## src/logic/io_regs_pkg.sv

```systemverilog
// Package: register pointers, field layouts, reset values and tags of the I/O register group
package io_regs_pkg;

  // ==========================================================================
  // Register pointers
  // ==========================================================================
  localparam logic [3:0] ADDR_CONVERTER_WRITE   = 4'h0;
  localparam logic [3:0] ADDR_OUTPUT_READBACK   = 4'h1;
  localparam logic [3:0] ADDR_CONVERSION_RESULT = 4'h2;
  localparam logic [3:0] ADDR_TEMPERATURE       = 4'h3;
  localparam logic [3:0] ADDR_GPIO_LEVEL        = 4'h4;
  localparam logic [3:0] ADDR_GPIO_INPUT        = 4'h5;
  localparam logic [3:0] ADDR_OUTPUT_DRIVE      = 4'h6;
  localparam logic [3:0] ADDR_THREE_STATE       = 4'h7;
  localparam logic [3:0] ADDR_SOFT_RESET        = 4'h8;

  // ==========================================================================
  // Field layouts and values
  // ==========================================================================
  localparam int          WORD_W       = 16;
  localparam int          PINS         = 8;
  localparam int          CODE_W       = 12;
  localparam int          CHAN_W       = 3;
  localparam int          KEY_W        = 11;
  localparam int          TAG_W        = 4;
  localparam logic [10:0] RESET_KEY    = 11'h5AC;
  localparam logic [0:0]  READBACK_MSB = 1'h1;
  localparam logic [0:0]  RESULT_MSB   = 1'h0;
  localparam logic [3:0]  TEMP_TAG     = 4'h8;
  localparam logic [7:0]  PIN_RESET    = 8'h00;
  localparam logic [11:0] CODE_RESET   = 12'h000;
  localparam logic [2:0]  CHAN_RESET   = 3'h0;
  localparam logic [15:0] WORD_ZERO    = 16'h0000;

endpackage : io_regs_pkg

```

## src/logic/io_config_and_readback_regs.sv

```systemverilog
// I/O configuration, converter write and readback register group
`timescale 1ns/100ps
`default_nettype none

module io_config_and_readback_regs #(
  parameter int PINS   = io_regs_pkg::PINS,
  parameter int CODE_W = io_regs_pkg::CODE_W
) (
  input  wire logic                   i_clk,
  input  wire logic                   i_rst,
  input  wire logic                   i_reg_wr,
  input  wire logic                   i_reg_rd,
  input  wire logic [3:0]             i_reg_addr,
  input  wire logic [2:0]             i_reg_chan,
  input  wire logic [15:0]            i_reg_wdata,
  output var  logic [15:0]            o_reg_rdata,
  output var  logic                   o_reg_rvalid,
  input  wire logic                   i_conv_valid,
  input  wire logic                   i_conv_is_temp,
  input  wire logic [2:0]             i_conv_chan,
  input  wire logic [CODE_W-1:0]      i_conv_data,
  input  wire logic [PINS-1:0]        i_pin_is_output,
  input  wire logic [PINS-1:0]        i_pin_is_input,
  input  wire logic [PINS-1:0]        i_pin_in,
  output var  logic [PINS-1:0]        o_pin_out,
  output var  logic [PINS-1:0]        o_pin_oe,
  output var  logic [PINS*CODE_W-1:0] o_chan_code,
  output var  logic                   o_soft_reset
);

  // ==========================================================================
  // State
  // ==========================================================================
  logic [PINS-1:0]   output_drive_select;
  logic [PINS-1:0]   pin_three_state_select;
  logic [PINS-1:0]   gpio_output_level;
  logic [CODE_W-1:0] chan_reg [PINS];
  logic [2:0]        result_chan;
  logic [CODE_W-1:0] result_code;
  logic [CODE_W-1:0] temp_code;

  // ==========================================================================
  // Write decode
  // ==========================================================================
  wire logic        wr_drive   = i_reg_wr && (i_reg_addr == io_regs_pkg::ADDR_OUTPUT_DRIVE);
  wire logic        wr_ts      = i_reg_wr && (i_reg_addr == io_regs_pkg::ADDR_THREE_STATE);
  wire logic        wr_level   = i_reg_wr && (i_reg_addr == io_regs_pkg::ADDR_GPIO_LEVEL);
  wire logic        wr_conv    = i_reg_wr && (i_reg_addr == io_regs_pkg::ADDR_CONVERTER_WRITE);
  wire logic        wr_soft    = i_reg_wr && (i_reg_addr == io_regs_pkg::ADDR_SOFT_RESET);
  // Only the exact key in the low 11 bits is honoured (upper bits ignored); anything else is dropped silently
  wire logic        key_match  = wr_soft && (i_reg_wdata[io_regs_pkg::KEY_W-1:0] == io_regs_pkg::RESET_KEY);
  wire logic [15:0] next_rdata;

  // Soft reset is taken one cycle after the key write and wins over any register write
  always_ff @(posedge i_clk or posedge i_rst) begin
    if (i_rst) o_soft_reset <= 1'b0;
    else       o_soft_reset <= key_match;
  end

  always_ff @(posedge i_clk or posedge i_rst) begin
    if (i_rst) begin
      output_drive_select    <= io_regs_pkg::PIN_RESET;
      pin_three_state_select <= io_regs_pkg::PIN_RESET;
      gpio_output_level      <= io_regs_pkg::PIN_RESET;
    end else if (o_soft_reset) begin
      output_drive_select    <= io_regs_pkg::PIN_RESET;
      pin_three_state_select <= io_regs_pkg::PIN_RESET;
      gpio_output_level      <= io_regs_pkg::PIN_RESET;
    end else begin
      if (wr_drive) output_drive_select    <= i_reg_wdata[PINS-1:0];
      if (wr_ts)    pin_three_state_select <= i_reg_wdata[PINS-1:0];
      if (wr_level) gpio_output_level      <= i_reg_wdata[PINS-1:0];
    end
  end

  always_ff @(posedge i_clk or posedge i_rst) begin
    if (i_rst) begin
      for (int k = 0; k < PINS; k++) chan_reg[k] <= io_regs_pkg::CODE_RESET;
    end else if (o_soft_reset) begin
      for (int k = 0; k < PINS; k++) chan_reg[k] <= io_regs_pkg::CODE_RESET;
    end else if (wr_conv) begin
      chan_reg[i_reg_chan] <= i_reg_wdata[CODE_W-1:0];
    end
  end

  // Results come from the converter side; the latest one of each kind is held
  always_ff @(posedge i_clk or posedge i_rst) begin
    if (i_rst) begin
      result_chan <= io_regs_pkg::CHAN_RESET;
      result_code <= io_regs_pkg::CODE_RESET;
      temp_code   <= io_regs_pkg::CODE_RESET;
    end else if (o_soft_reset) begin
      result_chan <= io_regs_pkg::CHAN_RESET;
      result_code <= io_regs_pkg::CODE_RESET;
      temp_code   <= io_regs_pkg::CODE_RESET;
    end else if (i_conv_valid && i_conv_is_temp) begin
      temp_code   <= i_conv_data;
    end else if (i_conv_valid) begin
      result_chan <= i_conv_chan;
      result_code <= i_conv_data;
    end
  end

  // ==========================================================================
  // Read path
  // ==========================================================================
  wire logic [15:0] rb_word   = {io_regs_pkg::READBACK_MSB, i_reg_chan, chan_reg[i_reg_chan]};
  wire logic [15:0] res_word  = {io_regs_pkg::RESULT_MSB, result_chan, result_code};
  wire logic [15:0] temp_word = {io_regs_pkg::TEMP_TAG, temp_code};
  // Pins not set as inputs read zero rather than whatever sits on the pad
  wire logic [15:0] gpi_word  = {{(16-PINS){1'b0}}, i_pin_in & i_pin_is_input};
  wire logic [15:0] drv_word  = {{(16-PINS){1'b0}}, output_drive_select};
  wire logic [15:0] ts_word   = {{(16-PINS){1'b0}}, pin_three_state_select};
  wire logic [15:0] lvl_word  = {{(16-PINS){1'b0}}, gpio_output_level};

  assign next_rdata = (i_reg_addr == io_regs_pkg::ADDR_OUTPUT_READBACK)   ? rb_word   :
                      (i_reg_addr == io_regs_pkg::ADDR_CONVERSION_RESULT) ? res_word  :
                      (i_reg_addr == io_regs_pkg::ADDR_TEMPERATURE)       ? temp_word :
                      (i_reg_addr == io_regs_pkg::ADDR_GPIO_INPUT)        ? gpi_word  :
                      (i_reg_addr == io_regs_pkg::ADDR_OUTPUT_DRIVE)      ? drv_word  :
                      (i_reg_addr == io_regs_pkg::ADDR_THREE_STATE)       ? ts_word   :
                      (i_reg_addr == io_regs_pkg::ADDR_GPIO_LEVEL)        ? lvl_word  :
                      io_regs_pkg::WORD_ZERO;

  always_ff @(posedge i_clk or posedge i_rst) begin
    if (i_rst) begin
      o_reg_rdata  <= io_regs_pkg::WORD_ZERO;
      o_reg_rvalid <= 1'b0;
    end else begin
      o_reg_rdata  <= i_reg_rd ? next_rdata : io_regs_pkg::WORD_ZERO;
      o_reg_rvalid <= i_reg_rd;
    end
  end

  always_ff @(posedge i_clk or posedge i_rst) begin
    if (i_rst) begin
      o_chan_code <= '0;
    end else begin
      for (int k = 0; k < PINS; k++) o_chan_code[k*CODE_W +: CODE_W] <= chan_reg[k];
    end
  end

  // ==========================================================================
  // Pin drivers
  // ==========================================================================
  // Drive selection only takes effect on pins the pin-mode setup made outputs
  for (genvar g = 0; g < PINS; g++) begin : g_pin
    pin_drive_cell u_cell (
      .i_clk         (i_clk),
      .i_rst         (i_rst),
      .i_is_output   (i_pin_is_output[g]),
      .i_open_drain  (output_drive_select[g]),
      .i_three_state (pin_three_state_select[g]),
      .i_level       (gpio_output_level[g]),
      .o_out         (o_pin_out[g]),
      .o_oe          (o_pin_oe[g])
    );
  end

  // ==========================================================================
  // Assertions
  // ==========================================================================
  // An open-drain pin may only be driven while its level is low, and then only low
  od_no_high_a: assert property (@(posedge i_clk) disable iff (i_rst)
    ((o_pin_oe & $past(output_drive_select) & ($past(gpio_output_level) | o_pin_out)) == '0))
    else $error("open-drain pin driven high");

  ts_float_a: assert property (@(posedge i_clk) disable iff (i_rst)
    ((o_pin_oe & $past(pin_three_state_select)) == '0))
    else $error("three-state pin is driven");

  reserved_zero_a: assert property (@(posedge i_clk) disable iff (i_rst)
    i_reg_rd && (i_reg_addr == io_regs_pkg::ADDR_OUTPUT_DRIVE || i_reg_addr == io_regs_pkg::ADDR_THREE_STATE)
    |=> o_reg_rvalid && (o_reg_rdata[15:8] == 8'h00))
    else $error("reserved upper bits not zero");

  key_reset_a: assert property (@(posedge i_clk) disable iff (i_rst)
    key_match |=> o_soft_reset ##1 (output_drive_select == '0 && pin_three_state_select == '0 && chan_reg[0] == '0))
    else $error("keyed reset did not clear registers");

  bad_key_a: assert property (@(posedge i_clk) disable iff (i_rst)
    wr_soft && (i_reg_wdata[10:0] != io_regs_pkg::RESET_KEY) |=> !o_soft_reset)
    else $error("non-key write caused reset");

  chan_load_a: assert property (@(posedge i_clk) disable iff (i_rst)
    wr_conv && !o_soft_reset |=> chan_reg[$past(i_reg_chan)] == $past(i_reg_wdata[11:0]))
    else $error("converter write not loaded");

  readback_word_a: assert property (@(posedge i_clk) disable iff (i_rst)
    i_reg_rd && i_reg_addr == io_regs_pkg::ADDR_OUTPUT_READBACK
    |=> o_reg_rdata[15] && o_reg_rdata[14:12] == $past(i_reg_chan))
    else $error("readback word tag wrong");

  result_word_a: assert property (@(posedge i_clk) disable iff (i_rst)
    i_conv_valid && !i_conv_is_temp && !o_soft_reset ##1 i_reg_rd && i_reg_addr == io_regs_pkg::ADDR_CONVERSION_RESULT
    && !i_conv_valid && !o_soft_reset |=> o_reg_rdata == {1'b0, $past(i_conv_chan, 2), $past(i_conv_data, 2)})
    else $error("conversion result word wrong");

  temp_word_a: assert property (@(posedge i_clk) disable iff (i_rst)
    i_reg_rd && i_reg_addr == io_regs_pkg::ADDR_TEMPERATURE |=> o_reg_rdata[15:12] == 4'h8)
    else $error("temperature tag wrong");

  gpio_read_a: assert property (@(posedge i_clk) disable iff (i_rst)
    i_reg_rd && i_reg_addr == io_regs_pkg::ADDR_GPIO_INPUT |=> o_reg_rdata == {8'h00, $past(i_pin_in & i_pin_is_input)})
    else $error("gpio input readback wrong");

  soft_reset_c:  cover property (@(posedge i_clk) disable iff (i_rst) key_match ##1 o_soft_reset);
  open_drain_c:  cover property (@(posedge i_clk) disable iff (i_rst) |(o_pin_oe & ~o_pin_out & output_drive_select));
  readback_c:    cover property (@(posedge i_clk) disable iff (i_rst)
    wr_conv ##[1:3] i_reg_rd && i_reg_addr == io_regs_pkg::ADDR_OUTPUT_READBACK);

endmodule : io_config_and_readback_regs

`default_nettype wire

```

## src/logic/pin_drive_cell.sv

```systemverilog
// Per-pin output driver: three-state, open-drain and push/pull selection
`timescale 1ns/100ps
`default_nettype none

module pin_drive_cell (
  input  wire logic i_clk,
  input  wire logic i_rst,
  input  wire logic i_is_output,
  input  wire logic i_open_drain,
  input  wire logic i_three_state,
  input  wire logic i_level,
  output var  logic o_out,
  output var  logic o_oe
);

  // ==========================================================================
  // Drive decision
  // ==========================================================================
  // Open-drain only ever pulls low; a high level releases the pin
  wire logic drive_en   = !i_three_state && i_is_output && (!i_open_drain || !i_level);
  wire logic drive_bit  = i_open_drain ? 1'b0 : i_level;

  always_ff @(posedge i_clk or posedge i_rst) begin
    if (i_rst) begin
      o_out <= 1'b0;
      o_oe  <= 1'b0;
    end else begin
      o_out <= drive_bit;
      o_oe  <= drive_en;
    end
  end

endmodule : pin_drive_cell

`default_nettype wire

```

## config.mk

```make
export PLATFORM = sky130hd
export DESIGN_NAME = io_config_and_readback_regs
export DESIGN_NICKNAME = d
export VERILOG_FILES = /design/src/logic/io_regs_pkg.sv /design/src/logic/io_config_and_readback_regs.sv /design/src/logic/pin_drive_cell.sv
export SDC_FILE = /design/constraint.sdc
export NUM_CORES = 1
export LEC_CHECK = 0
export BUFFER_PORTS_ARGS = -buffer_cell sky130_fd_sc_hd__buf_2
export CAP_MARGIN = 20
export CORE_AREA = 2 2 177 179
export CTS_BUF_LIST = sky130_fd_sc_hd__clkbuf_4
export DETAILED_ROUTE_END_ITERATION = 16
export DIE_AREA = 0 0 179 181
export PLACE_DENSITY = 0.67
export SYNTH_ARGS = -nofsm -noshare
export SYNTH_HDL_FRONTEND = slang
export SYNTH_SLANG_ARGS = --single-unit
export TNS_END_PERCENT = 20
```

## constraint.sdc

```tcl
create_clock -name i_clk -period 9.6 [get_ports i_clk]
set_clock_uncertainty 0.2 [all_clocks]
set_input_delay 1.44 -clock i_clk [delete_from_list [all_inputs] [get_ports i_clk]]
set_output_delay 1.44 -clock i_clk [all_outputs]
set_load 0.02 [all_outputs]
```

Word-level counts from Yosys, hierarchy flattened

Index checks and enable logic that the tools add are counted.
W data, S select, Z words.

Flip-flop bits (word level): 277
Logic and storage cells: 150
Bits of input ports: 68
Output and inout bits: 130

Bitwise logic cells: 2
Equality and inequality tests: 10
Mux-type cells: 38
Magnitude comparators: 2
Reductions and logical operators: 64

Operator list:

| operator               | number |
|---|---|
| $mux W96               | 2 |
| $bwmux W96             | 1 |
| $mux W12               | 8 |
| $mux W8                | 10 |
| $mux W16               | 4 |
| $bmux W12 S3           | 1 |
| $demux W12 S3          | 1 |
| $logic_and A1 B1 Y1    | 24 |
| $logic_not A1 Y1       | 24 |
| $eq A4 B3 Y1 const B   | 4 |
| $reduce_bool A2 Y1     | 6 |
| $eq A11 B11 Y1 const B | 1 |
| $mux W3                | 3 |
| $and A8 B8 Y8          | 1 |
| $eq A4 B2 Y1 const B   | 2 |
| $logic_or A1 B1 Y1     | 8 |
| $mux W1                | 8 |
| $eq A4 B1 Y1 const B   | 1 |
| $eq A4 B4 Y1 const B   | 1 |
| $ge A4 B4 Y1 const B   | 1 |
| $logic_not A4 Y1       | 1 |
| $lt A4 B1 Y1 const B   | 1 |
| $not A3 Y4             | 1 |
| $ne A2 B2 Y1 const B   | 1 |
| $reduce_and A2 Y1      | 1 |

Depth between registers and ports, before layout

Depth in word-level cells: 9
Mapped depth: 8
Mapped depth without buffers: 5

By module

Synthesis repeated with hierarchy kept, for this count alone.

Cell total of the unflattened synthesis: 980
Area total of the unflattened synthesis: 11,149.4 um^2

By module, submodules not included:

| module                      | area an instance (um^2) | seq. area each (um^2) | cells an instance | instances |
|---|---|---|---|---|
| io_config_and_readback_regs | 10,518.8                | 6,531.3               | 932               | 1 |
| pin_drive_cell              | 78.8                    | 50.0                  | 6                 | 8 |

Least setup slack after synthesis

No wires, ideal clock.

Kind: input to register
From: input port i_reg_chan[0]
To: register o_reg_rdata[0]
Required time: 9.279 ns
Buffers on the path: 2
Library setup time: 0.121 ns
Setup slack: 6.659 ns
Stages: 7
Arrival: 2.620 ns
Cell sequence: buf_4 -> buf_2 -> mux2_2 -> o221ai_1 -> o21ai_0 -> a32oi_1 -> nand2_1

Longest elaborated chain between the ends: 6

Ends and longest elaborated chain:

| element                                      | line                               | RTL |
|---|---|---|
| start, declared                              | io_config_and_readback_regs.sv:14  | `input wire logic [2:0] i_reg_chan,` |
| $not A3 Y4 (not written as such)             | io_config_and_readback_regs.sv:107 | `wire logic [15:0] rb_word = {io_regs_pkg::READBACK_MSB, i_reg_chan, chan_reg[i_reg_chan]};` |
| $bmux W12 S3                                 | io_config_and_readback_regs.sv:107 |  |
| $mux W12 (not written as such) (2 in series) | io_config_and_readback_regs.sv:107 |  |
| $mux W16                                     | io_config_and_readback_regs.sv:116 | `assign next_rdata = (i_reg_addr == io_regs_pkg::ADDR_OUTPUT_READBACK) ? rb_word :` |
| $mux W16                                     | io_config_and_readback_regs.sv:130 | `o_reg_rdata <= i_reg_rd ? next_rdata : io_regs_pkg::WORD_ZERO;` |
| end signal, assigned                         | io_config_and_readback_regs.sv:127 | `o_reg_rdata <= io_regs_pkg::WORD_ZERO;` |
| end signal, assigned                         | io_config_and_readback_regs.sv:130 |  |
| end, declared                                | io_config_and_readback_regs.sv:16  | `output var logic [15:0] o_reg_rdata,` |

No other way between the ends. The select of a mux whose other input is x is not followed.
A chain may end at the register's enable or synchronous reset.

Final worst setup path

From: input port i_reg_addr[0]
To: register chan_reg[2] in the netlist's numbering

Longest elaborated chain between the ends: 3

Ends and longest elaborated chain:

| element                       | line                              | RTL |
|---|---|---|
| start, declared               | io_config_and_readback_regs.sv:13 | `input wire logic [3:0] i_reg_addr,` |
| $logic_not A4 Y1              | io_config_and_readback_regs.sv:48 | `wire logic wr_conv = i_reg_wr && (i_reg_addr == io_regs_pkg::ADDR_CONVERTER_WRITE);` |
| $logic_and A1 B1 Y1           | io_config_and_readback_regs.sv:48 |  |
| $reduce_bool A2 Y1 (no line)  | --                                |  |
| end signal, assigned by index | io_config_and_readback_regs.sv:82 | `chan_reg[i_reg_chan] <= i_reg_wdata[CODE_W-1:0];` |
| end, declared                 | io_config_and_readback_regs.sv:37 | `logic [CODE_W-1:0] chan_reg [PINS];` |

No other way between the ends.

==> impl_metrics.toml <==
[grt]
grt_pass1_vias = 8372
grt_usage = 0.204
grt_overflow = 0
grt_max_degree = 145
antenna_found_initial = 7
grt_pass1_wl_um = 49800

[placed_design]
place_congestion = 0.871
hpwl_um = 21600
dp_worst_setup_slack_ns = 5.30
numPortBuffers = 193

[sta]
fin_tns_setup_ns = 0
min_period_over_period = 0.383
final.setup.worst_slack_ns = 5.92
setup_viol = 0
rsz0062_at_grt = "no"
fmax_mhz = 272
hold_ws_ns = 0.203
slew_violations = 0
tightest_slew_ns = 0.990
slew_headroom = 0.338
hold_viol_final = 0
fin_crit_ns = 3.68

[pwr]
leakagePower_nw = 6.81
p_seq_frac = 0.501
p_int_mw = 1.96
pwr-share-clk = 0.375
p_per_area_nw_per_um2 = 208
power.switching_mw = 0.778
p_sw_frac = 0.284
power_mw = 2.74
comb_power_share = 0.125
ir_drop_mv = 0.0648

[clock_tree]
cts_setup_buffers = 0
clockBufferDepth = 3
cts_resized = 0
cts_sinks = 277
path_clk_slew_ns = 0.06
clkLatencyLatePin_ns = 0.68
clock_tree.root_cell = "clkbuf_4"
cts_tree = "done"
cts_max_level = 3
ctsHoldBuffers = 0
cts_buffers = 74

[final_layout]
area_growth_pct = 18.4
fillers = 2920
drive_above_1_share = 0.292
final_core_util = 0.434
multi_input_area_um2 = 3680
seqCellArea_um2 = 6940
finalNetCount = 1235

[synthesis]
synth_area_um2 = 11100
synth_ff_type = "dfrtp_1"
yosys-top-cells-area = "dfrtp_1, mux2i_1, nand2_1"
synth_nets = 1045
ys_ff_latch = 277
post-synth-top-area-cell = "dfrtp_1"
yosysUniqueCellTypes = 50
synth_most_common_cell = "dfrtp_1"
synth_cells = 977
synthTopCellsByCount = "dfrtp_1, nand2_1, a21oi_1, mux2i_1, nor2_1"
postSynthAreaPerCell_um2 = 11.4
ys_seq_area_frac = 0.623
ys_warn_count = 0
synth_top_area_share = 0.623
synth_edf_count = 0
synthArstFlopShare = 1.00

[flow_run]
cap_violations = 0

[route]
vias = 8423
drt_first_iter_violations = 822
drcViolationCount = 0
first_pass_iters = 5
routedWlPerCell_um = 20.1
via_per_inst = 5.20
antenna_left = 0
routed_wl_um = 32500

[status]
status = "finished clean"

[critical_path]
startpoint = "i_reg_addr[0]"
critPathSlowestCell = "nand3_1"
critPathRequiredTime_ns = 9.88
crit_path_end_kind = "flip-flop"
critPathKind = "in -> reg"
cpPeakStageDelay_ns = 0.81
path_cells = "buf_2, nor2_1, and4_1, buf_4, nand3_1, mux2i_1, nor2_1"
rr_startpoint = "o_soft_reset"
startpoint_type = "primary input"
worst-path-max-fanout = 40
cpMostUsedCell = "nor2_1"
worst-path-buf-inv = 2
arrival_ns = 3.96
cp_top_family = "simple AND/OR/NAND/NOR gates"

[die]
die_w_um = 179
coreArea_um2 = 30300
die_y_um = 181
num_io_pins = 198
num_rows = 64
start_util = 0.366
design.die.area_um2 = 32400

[min_path]
hp-class = "reg -> reg"
hp-start = "chan_reg[64]"
-- metrics by stage --
step	area [µm²]	instances
2_1_floorplan	11100	977
3_3_place_gp	12200	1485
3_5_place_dp	12200	1485
4_1_cts	13100	1612
5_1_grt	13200	1615
6_report	13200	1619
-- logic make-up (layout without fill, tap and decap cells) --
logic type      after synthesis  count (layout)  synth area share
flops                       277             277             0.623
buf+inv                     102             343            0.0457
simple gates                332             332             0.136
other cells                   0               5                 0
compound gates              166             166            0.0902
mux                         100             100             0.105
-- routing by layer --
layer  wire length [µm]  track usage  part of all wire
met1              13900        0.278              0.43
met2              14700        0.300              0.45
met3               3070       0.0682             0.094
met4                846       0.0797             0.026
met5                 38            0            0.0012
-- final timing paths --
check                                         to  slack (ns)  depth (start not counted)
setup / recovery                     chan_reg[2]        5.92                          7
hold / removal                   o_chan_code[28]        0.20                          0
setup reg to reg                    chan_reg[42]        7.34                          2
hold reg to reg                  o_chan_code[28]        0.20                          0
max in group asynchronous        o_reg_rdata[14]        6.94                          3
min in group asynchronous  g_pin[4].u_cell.o_out        0.80                          2
-- cell type report --
type	count	area share
flip-flops and latches	277	0.527
multi-input cells	598	0.280
repair buffers	205	0.0808
clock buffers	103	0.0587
well taps	396	0.0376
clock inverters	24	0.0120
inverters	11	0.00371
diodes	5	0.000950
-- power groups by stage --
stage	clock network [mW]	logic, mW	registers [mW]
global route	1.13	0.375	1.39
CTS	1.06	0.344	1.37
detailed placement	0	0.343	1.39
global placement	0	0.336	1.39
floorplan	0	0.201	1.40
finish	1.03	0.342	1.37
-- cells in the final DEF, fill, tap and decap left out, types with 4 or more instances in the layout --
master,n
a21oi_1,91
buf_4,11
a211oi_1,10
o21ai_0,12
clkinv_1,15
a32oi_1,6
nand2_1,139
nor3_1,4
mux2i_1,79
a31o_2,5
a31oi_1,8
diode_2,5
clkbuf_4,103
nor2_1,77
inv_1,10
a22oi_1,4
o221ai_1,10
o211ai_1,4
nor2b_1,16
dfrtp_1,276
mux2_2,9
mux4_2,12
buf_2,193
nand2b_1,8
o22ai_1,9
nand3_1,61
Note: power is estimated with default switching activity, not from simulation.
